$ cat config.mk
export PLATFORM = sky130hd
export DESIGN_NAME = sequencer_status_readback
export DESIGN_NICKNAME = d
export VERILOG_FILES = /design/src/seq_status_pkg.sv /design/src/sequencer_status_readback.sv /design/src/pin_sync.sv
export VERILOG_INCLUDE_DIRS = /design/src
export SDC_FILE = /design/constraint.sdc
export NUM_CORES = 1
export LEC_CHECK = 0
export ABC_AREA = 1
export BUFFER_PORTS_ARGS = -buffer_cell sky130_fd_sc_hd__buf_4
export CAP_MARGIN = 20
export CORE_ASPECT_RATIO = 1.1
export CORE_MARGIN = 10
export CORE_UTILIZATION = 23
export DETAILED_ROUTE_END_ITERATION = 12
export PLACE_DENSITY = 0.4
export SETUP_SLACK_MARGIN = 0.02
export SYNTH_ARGS = -nofsm -noshare
export SYNTH_HDL_FRONTEND = slang
export SYNTH_SLANG_ARGS = --single-unit
$ cat constraint.sdc
create_clock -name clock -period 2.5 [get_ports clock]
set_input_delay 0.125 -clock clock [delete_from_list [all_inputs] [get_ports clock]]
set_output_delay 0.125 -clock clock [all_outputs]
set_load 0.03 [all_outputs]
$ cat src/seq_status_params.svh
// Offsets, field positions, reset value and sequencer codes for the sequencer status bank
`ifndef SEQ_STATUS_PARAMS_SVH
`define SEQ_STATUS_PARAMS_SVH

`define ADDR_CONTROL_PIN_STATE 8'h13
`define ADDR_ENABLE_DRIVE_UPPER 8'h14
`define ADDR_ENABLE_DRIVE_LOWER 8'h15
`define ADDR_ENABLE_SENSE_UPPER 8'h16
`define ADDR_ENABLE_SENSE_LOWER 8'h17
`define ADDR_WATCHDOG_STATE 8'h18
`define ADDR_SELF_TEST_STATE 8'h19
`define ADDR_LAST_RESET_CAUSE 8'h1a
`define STATUS_RESET_VALUE 8'h00
`define BIT_IRQ_OUT_STATE 5
`define BIT_RESET_OUT_STATE 4
`define BIT_SLEEP_INPUT_STATE 3
`define BIT_ACTIVE_INPUT_STATE 2
`define BIT_WD_OPEN 3
`define BIT_WD_EARLY 1
`define BIT_WD_EXPIRED 0
`define BIT_SELF_TEST_DONE 6
`define BIT_SINGLE_ERROR_CORRECTED 5
`define BIT_EXT_RESET 7
`define BIT_WD_RESET 6
`define BIT_EMERGENCY 4
`define BIT_ACTIVE_LOW 3
`define BIT_WD_SHUTDOWN 2
`define SEQ_CODE_SHUTDOWN 2'h0
`define SEQ_CODE_SLEEP 2'h1
`define SEQ_CODE_ACTIVE 2'h3

`endif

$ cat src/seq_status_pkg.sv
// Types shared by the sequencer status bank
package seq_status_pkg;
  typedef enum logic [1:0] {SeqShutdown, SeqSleep, SeqActive} sequencer_mode_type;
  typedef struct packed {
    logic externalReset;
    logic watchdogReset;
    logic emergency;
    logic activeLow;
    logic watchdogShutdown;
    logic [1:0] forcedCode;
    logic [1:0] powerdownMode;
  } reset_event_type;
  typedef struct packed {
    logic [3:0] bistFail;
    logic bistDone;
    logic eccCorrected;
  } self_test_type;
endpackage

$ cat src/sequencer_status_readback.sv
// Read-only status register bank of the power sequencer
`timescale 1ns/1ns
`default_nettype none
`include "seq_status_params.svh"
module sequencer_status_readback
  import seq_status_pkg::*;
#(
  parameter int ENABLE_PINS = 12
) (
  // Clock and reset
  input wire logic clock,
  input wire logic arst_n,
  // Register port from the serial management front end
  input wire logic [7:0] regAddr,
  input wire logic regRead,
  input wire logic regWrite,
  input wire logic [7:0] regWriteData,
  output logic [7:0] regReadData,
  // Pins (asynchronous to clock)
  input wire logic irqOutN,
  input wire logic resetOutN,
  input wire logic sleepInputN,
  input wire logic activeShutdownInput,
  input wire logic [ENABLE_PINS-1:0] enableSense,
  // Internal state from the sequencer, same clock
  input wire seq_status_pkg::sequencer_mode_type sequencerMode,
  input wire logic [ENABLE_PINS-1:0] enableDrive,
  input wire logic watchdogOpen,
  input wire logic watchdogEarlyEvent,
  input wire logic watchdogExpiredEvent,
  input wire seq_status_pkg::self_test_type selfTest,
  input wire logic resetEvent,
  input wire seq_status_pkg::reset_event_type resetCause
);
  import seq_status_pkg::*;

  typedef struct packed {
    logic [7:0] readData;
    logic watchdogEarly;
    logic watchdogExpired;
    logic [7:0] lastCause;
  } state_type;

  logic rstMeta;
  logic rstN;
  logic [3:0] pinsSync;
  logic [ENABLE_PINS-1:0] senseSync;
  state_type state;
  state_type next_state;
  logic [7:0] controlValue;
  logic [7:0] watchdogValue;
  logic [7:0] selfTestValue;
  logic [7:0] causeValue;
  logic [15:0] driveWord;
  logic [15:0] senseWord;

  // Reset release through two flops
  always_ff @(posedge clock or negedge arst_n) begin
    if (!arst_n) begin
      rstMeta <= 1'b0;
      rstN <= 1'b0;
    end else begin
      rstMeta <= 1'b1;
      rstN <= rstMeta;
    end
  end

  pin_sync #(.WIDTH(4)) controlSync (
    .clock(clock),
    .rstN(rstN),
    .pinIn({irqOutN, resetOutN, sleepInputN, activeShutdownInput}),
    .pinOut(pinsSync)
  );

  pin_sync #(.WIDTH(ENABLE_PINS)) senseSyncInst (
    .clock(clock),
    .rstN(rstN),
    .pinIn(enableSense),
    .pinOut(senseSync)
  );

  function automatic logic [1:0] seq_code(input sequencer_mode_type mode);
    case (mode)
      SeqSleep: seq_code = `SEQ_CODE_SLEEP;
      SeqActive: seq_code = `SEQ_CODE_ACTIVE;
      default: seq_code = `SEQ_CODE_SHUTDOWN;
    endcase
  endfunction

  // Pins 12..9 land in the upper byte low nibble, 8..1 in the lower byte
  always_comb begin
    driveWord = 16'h0000;
    senseWord = 16'h0000;
    driveWord[ENABLE_PINS-1:0] = enableDrive;
    senseWord[ENABLE_PINS-1:0] = senseSync;
  end

  always_comb begin
    controlValue = `STATUS_RESET_VALUE;
    controlValue[`BIT_IRQ_OUT_STATE] = pinsSync[3];
    controlValue[`BIT_RESET_OUT_STATE] = pinsSync[2];
    controlValue[`BIT_SLEEP_INPUT_STATE] = pinsSync[1];
    controlValue[`BIT_ACTIVE_INPUT_STATE] = pinsSync[0];
    controlValue[1:0] = seq_code(sequencerMode);
    watchdogValue = `STATUS_RESET_VALUE;
    watchdogValue[`BIT_WD_OPEN] = watchdogOpen;
    watchdogValue[`BIT_WD_EARLY] = state.watchdogEarly;
    watchdogValue[`BIT_WD_EXPIRED] = state.watchdogExpired;
    selfTestValue = `STATUS_RESET_VALUE;
    selfTestValue[`BIT_SELF_TEST_DONE] = selfTest.bistDone;
    selfTestValue[`BIT_SINGLE_ERROR_CORRECTED] = selfTest.eccCorrected;
    selfTestValue[3:0] = selfTest.bistFail;
    // Emergency flag goes into bit 4 here; an event with only that flag set is not stored
    causeValue = `STATUS_RESET_VALUE;
    causeValue[`BIT_EXT_RESET] = resetCause.externalReset;
    causeValue[`BIT_WD_RESET] = resetCause.watchdogReset;
    causeValue[`BIT_EMERGENCY] = resetCause.emergency;
    causeValue[`BIT_ACTIVE_LOW] = resetCause.activeLow;
    causeValue[`BIT_WD_SHUTDOWN] = resetCause.watchdogShutdown;
    if (resetCause.watchdogShutdown) begin
      causeValue[1:0] = resetCause.powerdownMode;
    end else begin
      causeValue[1:0] = resetCause.forcedCode;
    end
  end

  always_comb begin
    next_state = state;
    if (regRead) begin
      case (regAddr)
        `ADDR_CONTROL_PIN_STATE: next_state.readData = controlValue;
        `ADDR_ENABLE_DRIVE_UPPER: next_state.readData = {4'h0, driveWord[11:8]};
        `ADDR_ENABLE_DRIVE_LOWER: next_state.readData = driveWord[7:0];
        `ADDR_ENABLE_SENSE_UPPER: next_state.readData = {4'h0, senseWord[11:8]};
        `ADDR_ENABLE_SENSE_LOWER: next_state.readData = senseWord[7:0];
        `ADDR_WATCHDOG_STATE: next_state.readData = watchdogValue;
        `ADDR_SELF_TEST_STATE: next_state.readData = selfTestValue;
        `ADDR_LAST_RESET_CAUSE: next_state.readData = state.lastCause;
        default: next_state.readData = `STATUS_RESET_VALUE;
      endcase
    end
    // Clear on read, but an event in the same cycle wins so it is not lost
    if (regRead && regAddr == `ADDR_WATCHDOG_STATE) begin
      next_state.watchdogEarly = 1'b0;
      next_state.watchdogExpired = 1'b0;
    end
    if (watchdogEarlyEvent) begin
      next_state.watchdogEarly = 1'b1;
    end
    if (watchdogExpiredEvent) begin
      next_state.watchdogExpired = 1'b1;
    end
    // An event carrying only the emergency flag leaves the old cause in place
    if (resetEvent && !(resetCause.emergency && causeValue == 8'h10)) begin
      next_state.lastCause = causeValue;
    end
    // Writes have no path into any field
  end

  // Cause is cleared with the rest of the state whenever rstN is low
  always_ff @(posedge clock or negedge rstN) begin
    if (!rstN) begin
      state <= '0;
    end else begin
      state <= next_state;
    end
  end

  assign regReadData = state.readData;

endmodule
`default_nettype wire

$ cat src/pin_sync.sv
// Two-flop synchroniser for a bundle of pin levels
`timescale 1ns/1ns
`default_nettype none
module pin_sync #(
  parameter int WIDTH = 1
) (
  // Clock and reset
  input wire logic clock,
  input wire logic rstN,
  // Levels
  input wire logic [WIDTH-1:0] pinIn,
  output logic [WIDTH-1:0] pinOut
);
  logic [WIDTH-1:0] stage1;
  always_ff @(posedge clock or negedge rstN) begin
    if (!rstN) begin
      stage1 <= '0;
      pinOut <= '0;
    end else begin
      stage1 <= pinIn;
      pinOut <= stage1;
    end
  end
endmodule
`default_nettype wire

==> metrics.txt, run 1 <==
Final Cell Area 3029 µm²; Die ar. 13770 µm²; share of cells above drive strength 1 30.38%; setup bufs post-CTS 0; Final Util 32.55%; CP max FO 47; RR Startpoint rstN; Buffers on Ports 67; largest area contributor in the netlist dfrtp_1; Chip Height 122.1 µm; worst hold path type input pin to flip-flop; Pwr Density 567.9 nW/µm²; RSZ-0062 raised after global routing no; Synth area leaders dfrtp_1, nand2_1, nand3_1, buf_4, nor2_1; Fill cells 985; Logic pwr share 10.1%; I/O Pins 77; grt total ovfl 0; Vias 1742; Routed wire per std cell 13.29 µm; Post-Place Worst Slack 1.153 ns; Vias/cell 4.023; synthesized cell area 2180 µm²; DRT iter0 DRCs 103; Cell Count, Final, Fillers Out 433; WP data arrival 1.26 ns; final setup TNS 0 ns; status complete, no violations; clock share of power 38.3%; first-pass GRT wire length 9487 µm; Max clock buf depth 2; overall power 1.720 mW; Die W 112.8 µm; clock root buffer clkbuf_8; Final Skew 0.006740 ns; RR Endpoint senseSyncInst.pinOut[5]; number of synthesized register bits 51; H-Tree Depth 2; initial core utilization 23.42%; row count 37; Synth Instances 237; drt first pass iters 4; Worst VDD drop 255.5 µV; worst hold path stage count 2; fmax 980.7 MHz; Cell Area, Placed 2726 µm²; Avg Cell Area, Syn 9.197 µm²; worst setup path category input pin to flip-flop; Slew @ Worst Pin 0.5019 ns; Area Overhead vs Synth 38.98%; min Tclk post-route 1.020 ns; Final Max Slew Viols 0; CTS tree done; R2R cell count 1; final hold slack 0.02890 ns; CTS Buf Count 5; Detailed Route WL 5756 µm; largest net degree at the start of global routing 48; CP Launch Type input pin; Most used DFF post-synth dfrtp_1; Worst Min Path Start watchdogEarlyEvent; crit end category flip-flop; Post-layout nets 385; Post-synth ARST share 100.0%; top cells by count, synth nand2_1, dfrtp_1, nand3_1; clock-pin slew on the worst setup and hold paths 0.08 ns; R2R setup slack 1.52 ns; core footprint 9305 µm²; latest clock arrival within the worst-skew pair 0.30 ns; Critical Path RT 2.74 ns; antenna cell count 0; Switch Pwr 359.1 µW; headroom to the max-slew limit 66.54%; post-route clock period utilization 40.79%; setup ws final 1.480 ns; MaxCap Viol Count 0; placed cells 408; Final Wtd Congestion 0.7880; antenna-violating nets left 0; Sw Share 20.87%; Yosys warning count 0; setup violators final 0; Unique masters post-synth 22; Detail Placement HPWL 4555 µm; register area share after synthesis 58.55%; hold endpoint state[9]; most frequent cell after synthesis nand2_1; vias in the first global route 1861; Seq pwr share 51.5%; Lkg Pwr 1.561 nW; DR DRC count 0; Mapped Nets 307; share of the synthesized area in the top cell type 58.55%; Pint 1.361 mW; final hold vios 0; clock tree sinks 51; count of flip-flops with a built-in enable after synthesis 0; initial antenna violation count 0; all-layer global routing usage 8.574%
repair_timing:
item                                   CTS  global route
endpoints found under the hold margin   18             0
hold buffers                            17             0
gates resized for setup                  0             0
state kept, by name, summed over array words and instances, names as in the netlist:
| signal | flops |
|---|---|
| controlSync.pinOut | 4 |
| controlSync.stage1 | 4 |
| regReadData | 8 |
| rstMeta | 1 |
| rstN | 1 |
| senseSyncInst.pinOut | 12 |
| senseSyncInst.stage1 | 12 |
| state | 9 |
critical path, stage by stage:
cell and delay, ns:
buf_4 0.11, inv_1 0.04, nand2_1 0.05, nor2_2 0.10
buf_4 0.38, nand3_1 0.15, nand2_1 0.11, nor2_1 0.04
nand2_1 0.06, nand2_1 0.05, nand2_1 0.05
power by group through the flow:
stage | Combinational (mW) | Sequential, mW | Clock (mW)
3_3_place_gp | 0.158 | 0.905 | 0
4_1_cts | 0.178 | 0.888 | 0.682
6_report | 0.175 | 0.886 | 0.659
5_1_grt | 0.196 | 0.893 | 0.716
2_1_floorplan | 0.0636 | 0.902 | 0
3_5_place_dp | 0.157 | 0.905 | 0
how the worst max path moves through the flow:
stage                     slack (ns)       start                    end  cells after the start
after floorplan                 0.98        rstN  controlSync.pinOut[0]                      0
after global placement          1.17  regAddr[5]         regReadData[0]                     11
after detailed placement        1.15  regAddr[5]         regReadData[3]                     11
after CTS                       1.46  regAddr[5]         regReadData[3]                     11
after global routing            1.28  regAddr[6]         regReadData[2]                     11
final                           1.48  regAddr[5]         regReadData[3]                     11
cells by family (layout without fill, tap and decap cells):
logic type / Yosys count / in the layout / synth area share, %
other: 1 / 1 / 0.1721
buffers and inverters: 35 / 114 / 8.898
DFF: 51 / 51 / 58.55
adders and majority gates: 1 / 1 / 0.5740
AOI/OAI and AO/OA: 11 / 11 / 3.789
and+or+nand+nor: 138 / 138 / 28.01
final cells by class:
class                      instances  area, µm²  area share [%]
sequential                        51       1277           42.17
clock buffer                       6      72.57           2.396
timing repair buffer              86      688.2           22.72
tap                              117      146.4           4.833
inverter                          20      75.07           2.478
clock inverter                     2      60.06           1.983
multi-input combinational        151      709.4           23.42
routing by layer:
| layer | global-route usage [%] | part of all wire [%] | vias up |
|---|---|---|---|
| li1 | - | - | 897 |
| met1 | 10.85 | 45 | 789 |
| met2 | 14.05 | 48 | 51 |
| met4 | 1.905 | 0.90 | 0 |
| met5 | 0 | 0 | - |
| met3 | 2.606 | 5.9 | 5 |
layout by cell type, fill, tap and decap left out, types with 4 or more instances in the layout:
cell,synthesis,final
buf_4,10,69
nand2_1,65,65
dfrtp_1,51,50
nand3_1,47,47
dlygate4sd3_1,0,17
nor2_1,14,14
inv_1,13,13
inv_2,6,6
clkbuf_8,0,5
nor2_2,4,4
nand2_2,4,4
o21ai_1,4,4
(Power assumes the default switching activity.)
==> run 2: changes to the inputs <==
- clock period: 2.5 -> 1 ns (I/O delays scaled with it)
==> run 2 against run 1 <==
Compared with the run above:
- sequential cell count is the same
- register-to-register slack lost 1.4 ns
- final area grew 4.7%
- highest routed layer unchanged
- die area is the same
==> metrics.txt, run 2 (same netlist as run 1, synthesis figures left out) <==
initial core utilization 23.42% (unchanged); Routed wire per std cell 13.02 µm (-2.0%); clock tree sinks 51 (unchanged); core footprint 9305 µm² (unchanged); initial antenna violation count 0 (unchanged); CP top delay family flip-flops; antenna cell count 0 (unchanged); Detail Placement HPWL 4591 µm (+0.79%); Detailed Route WL 5796 µm (+0.69%); setup ws final 0.07134 ns (-1.409 ns); crit path max-delay cell type dfrtp_1; Fill cells 959 (-2.6%); H-Tree Depth 2 (unchanged); CP max FO 2 (-96%); Die W 112.8 µm (unchanged); Pwr Density 1312 nW/µm² (+130%); post-route clock period utilization 92.87%; WP buf/inv 1 (-2); final setup TNS 0 ns (unchanged); Vias/cell 4.007 (-0.41%); I/O Pins 77 (unchanged); Area Overhead vs Synth 45.58%; latest clock arrival within the worst-skew pair 0.30 ns (about the same); row count 37 (unchanged); Critical Path, Cell by Cell buf_4; Vias 1783 (+2.4%); share of cells above drive strength 1 34.15% (+3.8 points); final hold vios 0 (unchanged); drt first pass iters 4 (unchanged); worst setup path category flip-flop to output port; Critical Path RT 0.95 ns (-1.79 ns); crit end category output port; CTS Buf Count 5 (unchanged); Final Skew 0.003100 ns (-0.003641 ns); grt total ovfl 0 (unchanged); final hold slack 0.008179 ns (-0.02072 ns); Post-layout nets 397 (+3.1%); Max clock buf depth 2 (unchanged); clock-pin slew on the worst setup and hold paths 0.09 ns (about the same); Cell Area, Placed 2831 µm² (+3.9%); vias in the first global route 1956 (+5.1%); Final Util 34.10% (+1.5 points); Lkg Pwr 1.629 nW (+4.3%); fmax 1077 MHz; Final Wtd Congestion 0.7825 (-0.70%); DR DRC count 0 (unchanged); min Tclk post-route 0.9287 ns; most frequent cells in the layout buf_4, nand2_1, dfrtp_1; all-layer global routing usage 8.885% (+0.31 points); Worst VDD drop 682.2 µV (+170%); RSZ-0062 raised after global routing yes; MaxCap Viol Count 0 (unchanged); clock root buffer clkbuf_8; most common cell after layout, fill and taps aside buf_4; largest net degree at the start of global routing 50 (+4.2%); Final Max Slew Viols 0 (unchanged); setup bufs post-CTS 0 (unchanged); Die ar. 13770 µm² (unchanged); worst hold path type input pin to flip-flop; WP data arrival 0.88 ns (-0.38 ns); Post-Place Worst Slack -0.1070 ns (-1.260 ns); CP Launch Type flip-flop; Slowest Stage Delay on Critical Path 0.40 ns (+0.02 ns); Buffers on Ports 67 (unchanged); first-pass GRT wire length 9867 µm (+4.0%); status complete, no violations; Final Cell Area 3173 µm² (+4.7%); setup violators final 0 (unchanged); Chip Height 122.1 µm (unchanged); Top Registers senseSyncInst.pinOut x12, senseSyncInst.stage1 x12, state x9; DRT iter0 DRCs 78 (-24%); antenna-violating nets left 0 (unchanged); CTS tree done
[run 2: cell count changes in the layout (fill, tap and decap cells not counted), moves of 3 or more]
cell / previous run / this run
dlygate4sd3_1: 17 / 20
buf_12: 0 / 3
nand3_2: 0 / 3
buf_4: 69 / 75
nand3_1: 47 / 44
[run 2: tightest hold or removal path, cell delays in order]
cell and delay, ns:
buf_4 0.11, inv_1 0.05, o21ai_1 0.06
[run 2: repair_timing]
action                                  4_1_cts  5_1_grt
hold buffers                                 19        1
endpoints found under the setup margin        0        4
hold endpoints to repair                     20        1
resized for setup                             0        7
[run 2: routing by layer]
layer / GRT usage [%] / part of all wire (%)
met5: 0 / 0
met4: 2.143 / 0.97
met3: 3.245 / 7.2
met2: 14.91 / 48
met1: 10.57 / 44
[run 2: power breakdown]
group	switching (mW)	internal [mW]
clock	0.645	0.810
combinational	0.220	0.281
sequential	0.0458	2.16
total	0.911	3.25
[run 2: path summary, 6_finish.rpt]
check	start	to	slack, ns	cells after the start
worst min-delay path	resetCause[8]	state[7]	0.008	3
worst max-delay path	regReadData[0]	regReadData[0]	0.07	1
worst max register to register	state[2]	regReadData[2]	0.11	6
worst min register to register	rstN	senseSyncInst.stage1[1]	0.25	1
min in group asynchronous	arst_n	rstN	0.06	2
max in group asynchronous	rstN	senseSyncInst.stage1[10]	0.53	1
[run 2: area by class of cell]
type                       count  area (µm²)  share of cell area (%)
inverter                      20       75.07                   2.366
multi-input combinational    151       733.2                   23.11
clock buffer                   6       82.58                   2.603
clock inverter                 2       35.03                   1.104
timing repair buffer          98       823.3                   25.95
tap                          117       146.4                   4.614
sequential                    51        1277                   40.26
[run 2: per-stage QoR]
step | cells | total power, mW
after CTS | 444 | 4.230
after floorplan | 237 | 2.416
after global routing | 445 | 4.386
after detailed placement | 417 | 2.700
final | 445 | 4.164
after global placement | 417 | 2.701
